`src/scfe_pkg.sv`:
```
// package for the serial command front end: codes, characters, carrier structs
// assumes the uart and the command parser sit outside and speak byte streams
// Functional notes
// - echo on, incoming binary block is dropped and event 164 raised.
// - both ends use eight-bit characters.
// - echo on, every received character goes back to the sender; code does not echo unescaped editing characters, or dc1/dc3 with soft flow on.
// - echo on, a '>' prompt asks for each new command line.
// - echo on, whole line buffered until terminator; echo off, pass immediately.
// - control-r resends pending line; control-u discards it and restarts line.
// - backspace and delete remove the last buffered character.
// - backslash makes next editing character literal; double backslash stores one.
// - line past 256 bytes is discarded, buffer emptied, event 163 sent.
// - echo on, control codes echo as caret plus printable character.
// - bs, lf, cr, dc2, nak, del caret-echo only escaped; dc1/dc3 only without soft flow; code also caret-echoes escaped dc1/dc3 with soft flow on.
// - verbose on, each command gets one reply: ok, answer or event.
// - several errors in one command give one reply, rest queued.
// - verbose off, only valid queries reply; errors still queued.
// - verbose setting defaults to off.
// - after power-up with verbose on, send event 401 or 394; else queue.
// - break acknowledged by prompt (echo on) or clear string plus terminator.
// - break empties serial buffers and restarts processing, settings untouched.
// - receive errors report 653 parity, 654 framing, 655 overrun.
// - echo off, after receive error drop input to next semicolon or terminator.
// - echo on, after receive error discard buffered input and prompt again.
// - terminator selectable: cr, lf, cr-lf, lf-cr.
// - within a binary block cr and lf are data until the count is met.
package scfe_pkg;
  localparam int        LINE_MAX    = 256;
  localparam int        LINE_AW     = 9;
  localparam int        XOFF_LEVEL  = 240;
  localparam int        XON_LEVEL   = 128;
  localparam logic [9:0] EV_ECHO_BLK = 10'd164;
  localparam logic [9:0] EV_LINE_OVF = 10'd163;
  localparam logic [9:0] EV_PWR_OK   = 10'd401;
  localparam logic [9:0] EV_PWR_FAIL = 10'd394;
  localparam logic [9:0] EV_PARITY   = 10'd653;
  localparam logic [9:0] EV_FRAMING  = 10'd654;
  localparam logic [9:0] EV_OVERRUN  = 10'd655;
  localparam logic [7:0] CH_BS    = 8'h08;
  localparam logic [7:0] CH_LF    = 8'h0A;
  localparam logic [7:0] CH_CR    = 8'h0D;
  localparam logic [7:0] CH_DC1   = 8'h11;
  localparam logic [7:0] CH_DC2   = 8'h12;
  localparam logic [7:0] CH_DC3   = 8'h13;
  localparam logic [7:0] CH_NAK   = 8'h15;
  localparam logic [7:0] CH_DEL   = 8'h7F;
  localparam logic [7:0] CH_BSL   = 8'h5C;
  localparam logic [7:0] CH_SEMI  = 8'h3B;
  localparam logic [7:0] CH_PRMT  = 8'h3E;
  localparam logic [7:0] CH_CARET = 8'h5E;
  localparam logic [7:0] CH_SPACE = 8'h20;
  localparam logic [7:0] CH_CTLB  = 8'h40;
  localparam logic [1:0] TERM_CR   = 2'd0;
  localparam logic [1:0] TERM_LF   = 2'd1;
  localparam logic [1:0] TERM_CRLF = 2'd2;
  localparam logic [1:0] TERM_LFCR = 2'd3;
  localparam logic       VERBOSE_RST = 1'b0;

  // receive side byte from the uart, with its error flags
  typedef struct packed {
    logic       valid;
    logic [7:0] data;
    logic       par_err;
    logic       frm_err;
    logic       ovr_err;
    logic       brk;
  } scfe_rx_s;

  // event posted toward the event queue; send marks an unsolicited serial reply
  typedef struct packed {
    logic       valid;
    logic [9:0] code;
    logic       send;
  } scfe_evt_s;

  typedef enum logic [7:0] {
    ST_IDLE  = 8'b0000_0001,
    ST_PRMT  = 8'b0000_0010,
    ST_ECHO  = 8'b0000_0100,
    ST_CARET = 8'b0000_1000,
    ST_RPLAY = 8'b0001_0000,
    ST_FLUSH = 8'b0010_0000,
    ST_ACK   = 8'b0100_0000,
    ST_TERM  = 8'b1000_0000
  } scfe_state_e;
endpackage

```
`src/scfe_front_end.sv`:
```
// serial command front end: echo, line editing, break, error recovery, replies
// assumes a uart outside delivering 8-bit bytes, and a parser taking bytes and replies
`timescale 1ns/10ps
module scfe_front_end (
  input  wire logic              core_clk,
  input  wire logic              nrst,
  input  wire scfe_pkg::scfe_rx_s rx,
  input  wire logic              echo_on,
  input  wire logic              verbose_set,
  input  wire logic              verbose_val,
  input  wire logic              long_response_form,
  input  wire logic              soft_flow_on,
  input  wire logic [1:0]        term_sel,
  input  wire logic              bblock_start,
  input  wire logic [15:0]       bblock_len,
  input  wire logic              powerup_done,
  input  wire logic              selftest_fail,
  input  wire logic              cmd_done,
  input  wire logic              cmd_err,
  input  wire logic [9:0]        cmd_err_code,
  input  wire logic              cmd_is_query,
  input  wire logic              tx_ready,
  input  wire logic              reply_busy,
  input  wire logic              cmd_ready,
  output logic                   cmd_valid,
  output logic [7:0]             cmd_data,
  output logic                   cmd_restart,
  output logic                   tx_valid,
  output logic [7:0]             tx_data,
  output logic                   reply_ok,
  output logic                   reply_event,
  output logic [9:0]             reply_code,
  output logic                   reply_text,
  output logic                   reply_answer,
  output scfe_pkg::scfe_evt_s    evt,
  output logic                   display_err,
  output logic                   verbose,
  output logic                   in_bblock
);
  import scfe_pkg::*;

  function automatic logic is_ctl(input logic [7:0] c);
    is_ctl = (c < CH_SPACE) || (c == CH_DEL);
  endfunction

  function automatic logic is_term(input logic [7:0] c);
    is_term = (c == CH_CR) || (c == CH_LF);
  endfunction

  scfe_state_e        st_q, st_d;
  logic [7:0]         line_q [LINE_MAX];
  logic [LINE_AW-1:0] len_q;
  logic [LINE_AW-1:0] rp_q;
  logic               esc_q;
  logic               drop_q;
  logic               xoff_q;
  logic               flow_pend_q;
  logic [7:0]         echo_q;
  logic [1:0]         ack_q;
  logic [15:0]        blk_q;
  logic               verbose_q;
  logic               cmd_err_seen_q;
  logic               pwr_sent_q;

  wire        rx_ok      = rx.valid && !rx.brk;
  wire        rx_error   = rx.valid && (rx.par_err || rx.frm_err || rx.ovr_err);
  wire [9:0]  rx_err_cd  = rx.par_err ? EV_PARITY : (rx.frm_err ? EV_FRAMING : EV_OVERRUN);
  wire        in_blk     = (blk_q != 16'h0000);
  wire        esc_char   = (rx.data == CH_BS) || (rx.data == CH_LF) || (rx.data == CH_CR) ||
                           (rx.data == CH_DC2) || (rx.data == CH_NAK) || (rx.data == CH_DEL);
  wire        flow_char  = (rx.data == CH_DC1) || (rx.data == CH_DC3);
  wire        edit_char  = rx_ok && echo_on && !esc_q && !in_blk && esc_char;
  wire        do_erase   = edit_char && ((rx.data == CH_BS) || (rx.data == CH_DEL));
  wire        do_kill    = edit_char && (rx.data == CH_NAK);
  wire        do_replay  = edit_char && (rx.data == CH_DC2);
  wire        line_end   = edit_char && is_term(rx.data);
  wire        take_esc   = rx_ok && echo_on && !esc_q && !in_blk && (rx.data == CH_BSL);
  wire        store_chr  = rx_ok && echo_on && !in_blk && !take_esc && !edit_char &&
                           !(flow_char && soft_flow_on && !esc_q);
  wire        line_full  = store_chr && (len_q == LINE_AW'(LINE_MAX));
  wire        idle_st    = (st_q == ST_IDLE);
  wire        pass_end   = drop_q && ((rx.data == CH_SEMI) || is_term(rx.data));
  wire        xoff_need  = soft_flow_on && !xoff_q && (len_q >= LINE_AW'(XOFF_LEVEL));
  wire        xon_need   = soft_flow_on && xoff_q && (len_q <= LINE_AW'(XON_LEVEL));

  // caret echo gated: escaped or plain control depending on class
  wire        echo_ctl   = is_ctl(rx.data) && (esc_q || (!esc_char && !flow_char) ||
                           (flow_char && !soft_flow_on));

  // state machine for the serial output side
  always_comb begin
    st_d = st_q;
    case (st_q)
      ST_IDLE: begin
        if (rx.valid && rx.brk)
          st_d = echo_on ? ST_PRMT : ST_ACK;
        else if (rx_error && echo_on)
          st_d = ST_PRMT;
        else if (do_replay)
          st_d = ST_RPLAY;
        else if (do_kill || line_full)
          st_d = ST_TERM;
        else if (rx_ok && echo_on && !take_esc && !edit_char && is_ctl(rx.data) && echo_ctl)
          st_d = ST_CARET;
        else if (rx_ok && echo_on && !edit_char && !is_ctl(rx.data))
          st_d = ST_ECHO;
        else if (line_end)
          st_d = ST_FLUSH;
      end
      ST_PRMT:  if (tx_ready) st_d = ST_IDLE;
      ST_ECHO:  if (tx_ready) st_d = ST_IDLE;
      ST_CARET: if (tx_ready) st_d = ST_ECHO;
      ST_RPLAY: if (tx_ready && rp_q + 1'b1 >= len_q) st_d = ST_IDLE;
      ST_FLUSH: if (cmd_ready && rp_q + 1'b1 >= len_q) st_d = ST_PRMT;
      ST_ACK:   if (tx_ready && ack_q == 2'd2) st_d = ST_TERM;
      ST_TERM:  if (tx_ready && (echo_on || term_sel == TERM_CR || term_sel == TERM_LF ||
                    ack_q == 2'd3)) st_d = echo_on ? ST_PRMT : ST_IDLE;
      default:  st_d = ST_IDLE;
    endcase
  end

  always_comb begin
    tx_valid = 1'b0;
    tx_data  = 8'h00;
    case (st_q)
      ST_PRMT:  begin tx_valid = 1'b1; tx_data = CH_PRMT; end
      ST_ECHO:  begin tx_valid = 1'b1; tx_data = echo_q; end
      ST_CARET: begin tx_valid = 1'b1; tx_data = CH_CARET; end
      ST_RPLAY: begin tx_valid = (len_q != '0); tx_data = line_q[rp_q[7:0]]; end
      ST_ACK:   begin tx_valid = 1'b1; tx_data = (ack_q == 2'd2) ? 8'h4C :
                                                 (ack_q == 2'd1) ? 8'h43 : 8'h44; end
      ST_TERM:  begin
        tx_valid = 1'b1;
        if (ack_q == 2'd3)
          tx_data = (term_sel == TERM_CRLF) ? CH_LF : CH_CR;
        else
          tx_data = (term_sel == TERM_LF || term_sel == TERM_LFCR) ? CH_LF : CH_CR;
      end
      default: begin
        if (flow_pend_q) begin
          tx_valid = 1'b1;
          tx_data  = xoff_q ? CH_DC3 : CH_DC1;
        end
      end
    endcase
  end

  // parser stream: buffered flush in echo mode, direct pass otherwise
  assign cmd_valid   = (st_q == ST_FLUSH) ? (len_q != '0) :
                       (rx_ok && !echo_on && !rx_error && !(drop_q && !pass_end) &&
                        !(soft_flow_on && flow_char && !in_blk));
  assign cmd_data    = (st_q == ST_FLUSH) ? line_q[rp_q[7:0]] : rx.data;
  assign cmd_restart = rx.valid && rx.brk;
  assign in_bblock   = in_blk;
  assign verbose     = verbose_q;

  always_ff @(posedge core_clk or negedge nrst) begin
    if (!nrst) begin
      st_q <= ST_IDLE;
    end else begin
      st_q <= st_d;
    end
  end

  always_ff @(posedge core_clk) begin
    if (store_chr && !line_full && idle_st)
      line_q[len_q[7:0]] <= rx.data;
  end

  // line length, escape and replay pointer
  always_ff @(posedge core_clk or negedge nrst) begin
    if (!nrst) begin
      len_q  <= '0;
      rp_q   <= '0;
      esc_q  <= 1'b0;
      echo_q <= 8'h00;
    end else begin
      if ((rx.valid && rx.brk) || (rx_error && echo_on) || do_kill || line_full) begin
        len_q <= '0;
        esc_q <= 1'b0;
      end else if (idle_st && do_erase && len_q != '0) begin
        len_q <= len_q - 1'b1;
      end else if (idle_st && store_chr) begin
        len_q <= len_q + 1'b1;
        esc_q <= 1'b0;
      end else if (idle_st && take_esc) begin
        esc_q <= 1'b1;
      end else if (st_q == ST_FLUSH && st_d == ST_PRMT) begin
        len_q <= '0;
      end
      if (idle_st && rx_ok)
        echo_q <= is_ctl(rx.data) ? (rx.data ^ CH_CTLB) : rx.data;
      if (idle_st)
        rp_q <= '0;
      else if ((st_q == ST_RPLAY && tx_ready) || (st_q == ST_FLUSH && cmd_ready))
        rp_q <= rp_q + 1'b1;
    end
  end

  // binary block count, drop-to-delimiter, clear-ack sequencing, flow control
  always_ff @(posedge core_clk or negedge nrst) begin
    if (!nrst) begin
      blk_q       <= 16'h0000;
      drop_q      <= 1'b0;
      ack_q       <= 2'd0;
      xoff_q      <= 1'b0;
      flow_pend_q <= 1'b0;
    end else begin
      if (rx.valid && rx.brk)
        blk_q <= 16'h0000;
      else if (bblock_start && !echo_on)
        blk_q <= bblock_len;
      else if (rx_ok && in_blk)
        blk_q <= blk_q - 16'h0001;
      if (rx_error && !echo_on)
        drop_q <= 1'b1;
      else if ((rx_ok && pass_end) || (rx.valid && rx.brk))
        drop_q <= 1'b0;
      // count parks at 2 so that the terminator state starts on its first byte
      if (st_q == ST_ACK && tx_ready && ack_q != 2'd2)
        ack_q <= ack_q + 2'd1;
      else if (st_q == ST_ACK)
        ack_q <= ack_q;
      else if (st_q == ST_TERM && tx_ready)
        ack_q <= (ack_q == 2'd2) ? 2'd3 : 2'd0;
      else if (idle_st)
        ack_q <= 2'd0;
      if (xoff_need || xon_need) begin
        xoff_q      <= xoff_need;
        flow_pend_q <= 1'b1;
      end else if (idle_st && tx_ready && flow_pend_q) begin
        flow_pend_q <= 1'b0;
      end
    end
  end

  // verbose setting and replies
  always_ff @(posedge core_clk or negedge nrst) begin
    if (!nrst) begin
      verbose_q      <= VERBOSE_RST;
      cmd_err_seen_q <= 1'b0;
      pwr_sent_q     <= 1'b0;
      reply_ok       <= 1'b0;
      reply_event    <= 1'b0;
      reply_answer   <= 1'b0;
      reply_code     <= 10'd0;
      reply_text     <= 1'b0;
      evt            <= '0;
      display_err    <= 1'b0;
    end else begin
      if (verbose_set)
        verbose_q <= verbose_val;
      reply_ok     <= 1'b0;
      reply_event  <= 1'b0;
      reply_answer <= 1'b0;
      evt          <= '0;
      display_err  <= rx_error;
      reply_text   <= long_response_form;
      if (cmd_err && !reply_busy)
        cmd_err_seen_q <= 1'b1;
      if (cmd_done) begin
        cmd_err_seen_q <= 1'b0;
        if (cmd_err_seen_q || cmd_err) begin
          reply_event <= verbose_q;
        end else if (cmd_is_query) begin
          reply_answer <= 1'b1;
        end else begin
          reply_ok <= verbose_q;
        end
      end
      if (cmd_err && !cmd_err_seen_q)
        reply_code <= cmd_err_code;
      if (cmd_err)
        evt <= '{valid: 1'b1, code: cmd_err_code, send: 1'b0};
      if (powerup_done && !pwr_sent_q) begin
        pwr_sent_q <= 1'b1;
        evt <= '{valid: 1'b1, code: selftest_fail ? EV_PWR_FAIL : EV_PWR_OK,
                 send: verbose_q};
      end else if (rx_error) begin
        evt <= '{valid: 1'b1, code: rx_err_cd, send: 1'b1};
      end else if (line_full) begin
        evt <= '{valid: 1'b1, code: EV_LINE_OVF, send: 1'b1};
      end else if (bblock_start && echo_on) begin
        evt <= '{valid: 1'b1, code: EV_ECHO_BLK, send: 1'b0};
      end
    end
  end
endmodule

```
`config.mk`:
```
export PLATFORM = sky130hd
export DESIGN_NAME = scfe_front_end
export DESIGN_NICKNAME = d
export VERILOG_FILES = /design/src/scfe_pkg.sv /design/src/scfe_front_end.sv
export SDC_FILE = /design/constraint.sdc
export NUM_CORES = 2
export LEC_CHECK = 0
export BUFFER_PORTS_ARGS = -buffer_cell sky130_fd_sc_hd__buf_2
export CAP_MARGIN = 10
export CELL_PAD_IN_SITES_DETAIL_PLACEMENT = 0
export CELL_PAD_IN_SITES_GLOBAL_PLACEMENT = 1
export CORE_ASPECT_RATIO = 0.5
export CORE_MARGIN = 3
export CORE_UTILIZATION = 35
export CTS_CLUSTER_SIZE = 20
export DETAILED_ROUTE_END_ITERATION = 10
export GPL_TIMING_DRIVEN = 1
export PLACE_DENSITY_LB_ADDON = 0.1
export SYNTH_ARGS = -nofsm -noshare
export SYNTH_HDL_FRONTEND = slang
export SYNTH_SLANG_ARGS = --single-unit
```
`constraint.sdc`:
```
create_clock -name core_clk -period 4.9 [get_ports core_clk]
set_input_delay 0 -clock core_clk [delete_from_list [all_inputs] [get_ports core_clk]]
set_output_delay 0 -clock core_clk [all_outputs]
set_load 0.03 [all_outputs]
```
==> metrics.txt <==
Worst Reg-to-Reg Cells 14; TritonCTS Buffers 204; largest cells by area after synthesis edfxtp_1 72%, mux4_2 12%, dfrtp_1 2.5%; Clock Path Buffers 4; Post-Synthesis Cells 4,359; number of library cell types mapped by synthesis 89; reg2reg end st_q[2]; remaining global-route overflow 0; Max-slew headroom 0.191; Largest stage delay, worst path 0.61 ns; CTS sink cnt 2,134; clk_skew 0.0758 ns; area delta synth->final 15.9%; Synth Area in Adders 0.00308; most used cell, CP buf_4; number of global-route vias before repair 45,400; Worst VDD drop 0.274 mV; Clock Latency Late Sink 0.87 ns; CTS tree done; Syn Area/Cell 19.6 um^2; Die Wd 705 um; LEAKAGE 30.6 nW; switch share 0.218; crit-path cells buf_12, buf_4, mux4_2, mux2i_1, nor2_1, or4_1, o22ai_4, a221oi_2, buf_4, buf_4, a31o_1, buf_2; simple-gate share of the synthesized area 0.0435; largest net degree at the start of global routing 173; final net count 4,910; initial antenna violation count 10; RSZ-0062 raised after global routing true; CP max FO 55; non-filler cells, final 8,213; via/cell ratio 5.43; Main synth FF type edfxtp_1; # fillers 21,400; IO Pins 105; Max Slew Vio Count 0; critical path arrival 4.84 ns; die footprint 250,000 um^2; DRC Markers 0; crit end category output port; Final period util 0.987; post-synthesis compound-gate area fraction 0.0388; Die H 355 um; PwrDens 377 nW/um^2; Req. time, crit path 4.90 ns; Post-synth EDFFs 2,048; Hold Fails Final Rpt 0; first-pass GRT wire length 359,000 um; CORE AREA 241,000 um^2; combinational share of power 0.043; Synth Warn # 0; syn_nets 4,437; H-tree Lvls 4; status finished clean; Port Buffer Count 104; HP Class in -> reg; Final Wtd Congestion 0.850; DR pass1 iterations 5; placed cell count 7,729; FF-to-FF Start rp_q[0]; total of max-cap violations 0; CP Class reg -> out; layout cells sized above 1 0.258; post-synth top area share 0.720; Reg power frac 0.541; clock root cell clkbuf_16; hold endpoint blk_q[6]; Tmin final 4.84 ns; r2r setup slk 0.54 ns; Worst Hold Launch bblock_len[6]; Clk pwr share 0.416; XOR/XNOR Fraction of Synth Area 0.00133; post-synthesis mux area share 0.148; Max Clock Freq 207 MHz; Initial Util 0.354; sw power 8.15 mW; Post-synth ARST share 0.0403; Worst Hold Depth 4; largest family of logic cells by synthesized area multiplexers; antenna viol nets, final 0; Int Pwr 29.2 mW; row count 127; drt total wl 255,000 um; DR iter-0 viols 4,471; Post-Syn Area 85,400 um^2; Hold WS 0.0753 ns; Slew @ Worst Pin 1.20 ns; cell taking the most area after synthesis edfxtp_1; Reg clk slew, reported paths 0.06 ns; total number of vias 44,600; Synth top cells by count 2,048 x edfxtp_1, 464 x mux4_2, 377 x nor2_1; Yosys reg bits 2,134; Worst path slowest cell or4_1; routed len/inst 31.1 um; Seq/Total Area, Yosys 0.745; Post-DP HPWL 162,000 um; setup violators final 0; Setup crit start kind flip-flop; GRT Total Usage 0.202; top-count cell post-synth edfxtp_1
-- final cells by class --
type | count | area (um^2) | area share
Antenna cell | 4 | 10.0 | 0.000101
Clock buffer | 245 | 5290 | 0.0535
Clock inverter | 113 | 1050 | 0.0106
Inverter | 24 | 90.1 | 0.000910
Multi-Input combinational cell | 1944 | 20200 | 0.204
Sequential cell | 2134 | 63700 | 0.643
Tap cell | 3225 | 4040 | 0.0408
Timing Repair Buffer | 524 | 4590 | 0.0464
-- power groups by stage --
stage | Combinational, mW | Clock [mW] | Sequential, mW
after detailed placement | 1.53 | 0 | 20.6
after CTS | 1.62 | 16.0 | 20.2
final | 1.60 | 15.5 | 20.2
after global placement | 1.50 | 0 | 20.6
after floorplan | 0.603 | 0 | 20.6
after global routing | 1.73 | 16.8 | 20.2
-- logic make-up after synthesis --
| kind of cell | after synthesis |
|---|---|
| muxes | 649 |
| DFF | 2134 |
| xor gates and xnor gates | 13 |
| and+or+nand+nor | 779 |
| adders and majority gates | 21 |
| buffers and inverters | 281 |
| AOI/OAI and AO/OA | 482 |
-- worst max-delay path: cells and delay by family, from the launching register on --
family          cells  cell delay [ns]
compound gates      3             0.65
buf+inv             5             1.13
flops               1             0.46
mux                 2             0.83
simple gates        2             0.78
-- placed cells by master, fill, tap and decap left out, types with 19 or more instances in the layout --
cell type      count
a211oi_1          47
a21o_1            20
a21oi_1           79
a22oi_1           48
a31oi_1           23
and3_1            19
buf_2             95
buf_4            282
bufinv_16         19
clkbuf_1          39
clkbuf_16        206
clkinv_1          38
clkinv_2          44
dfrtp_1           79
dlygate4sd3_1    102
edfxtp_1        2048
ha_1              21
inv_1             23
mux2_2            53
mux2i_1          112
mux4_2           464
nand2_1          112
nand2b_1          32
nand3_1           49
nor2_1           377
nor2b_1           59
nor4_1            24
o211ai_1          53
o21ai_0           72
o22ai_1           26
-- timing repair --
item | CTS | global route
endpoints found under the setup margin | 16 | 15
cloned | 7 | 1
hold endpoints to repair | 788 | 0
resized for setup | 33 | 16
hold buffers | 103 | 0
setup buffers | 7 | 4
pin swaps | 1 | 1
-- routing by layer --
layer | track usage | vias to the layer above | wire, um
li1 | - | 18800 | -
met3 | 0.0388 | 305 | 16600
met1 | 0.293 | 24100 | 116000
met2 | 0.318 | 1378 | 117000
met4 | 0.0423 | 6 | 5420
met5 | 0 | - | 41
-- through the flow --
step / utilization / instance area [um^2] / setup TNS [ns] / setup WS, ns / total power [mW]
6_report: 0.410 / 99000 / 0 / 0.0631 / 37.4
5_1_grt: 0.410 / 98900 / -0.00752 / -0.00523 / 38.7
4_1_cts: 0.410 / 98800 / 0 / 0.0193 / 37.8
3_5_place_dp: 0.377 / 90900 / 0 / 0.0846 / 22.1
3_3_place_gp: 0.377 / 90900 / -0.427 / -0.214 / 22.1
2_1_floorplan: - / 85400 / 0 / 1.15 / 21.2
-- sequential cells by signal, indices dropped and copies added (netlist names), 2 cells and up --
signal      count
rp_q            9
st_q            8
reply_code     10
len_q           9
ack_q           2
evt            12
echo_q          8
blk_q          16
line_q       2048
-- how the worst max path moves through the flow --
stage                             end  slack [ns]    start  depth (start not counted)
after floorplan              len_q[7]        1.15  rp_q[0]                         18
after global placement    cmd_data[6]       -0.21  rp_q[0]                         12
after detailed placement   tx_data[6]        0.08  rp_q[1]                         12
after CTS                  tx_data[0]        0.02  rp_q[0]                         11
after global routing       tx_data[6]      -0.005  rp_q[0]                         13
final                      tx_data[6]        0.06  rp_q[1]                         12
Note: power is estimated with default switching activity, not from simulation.
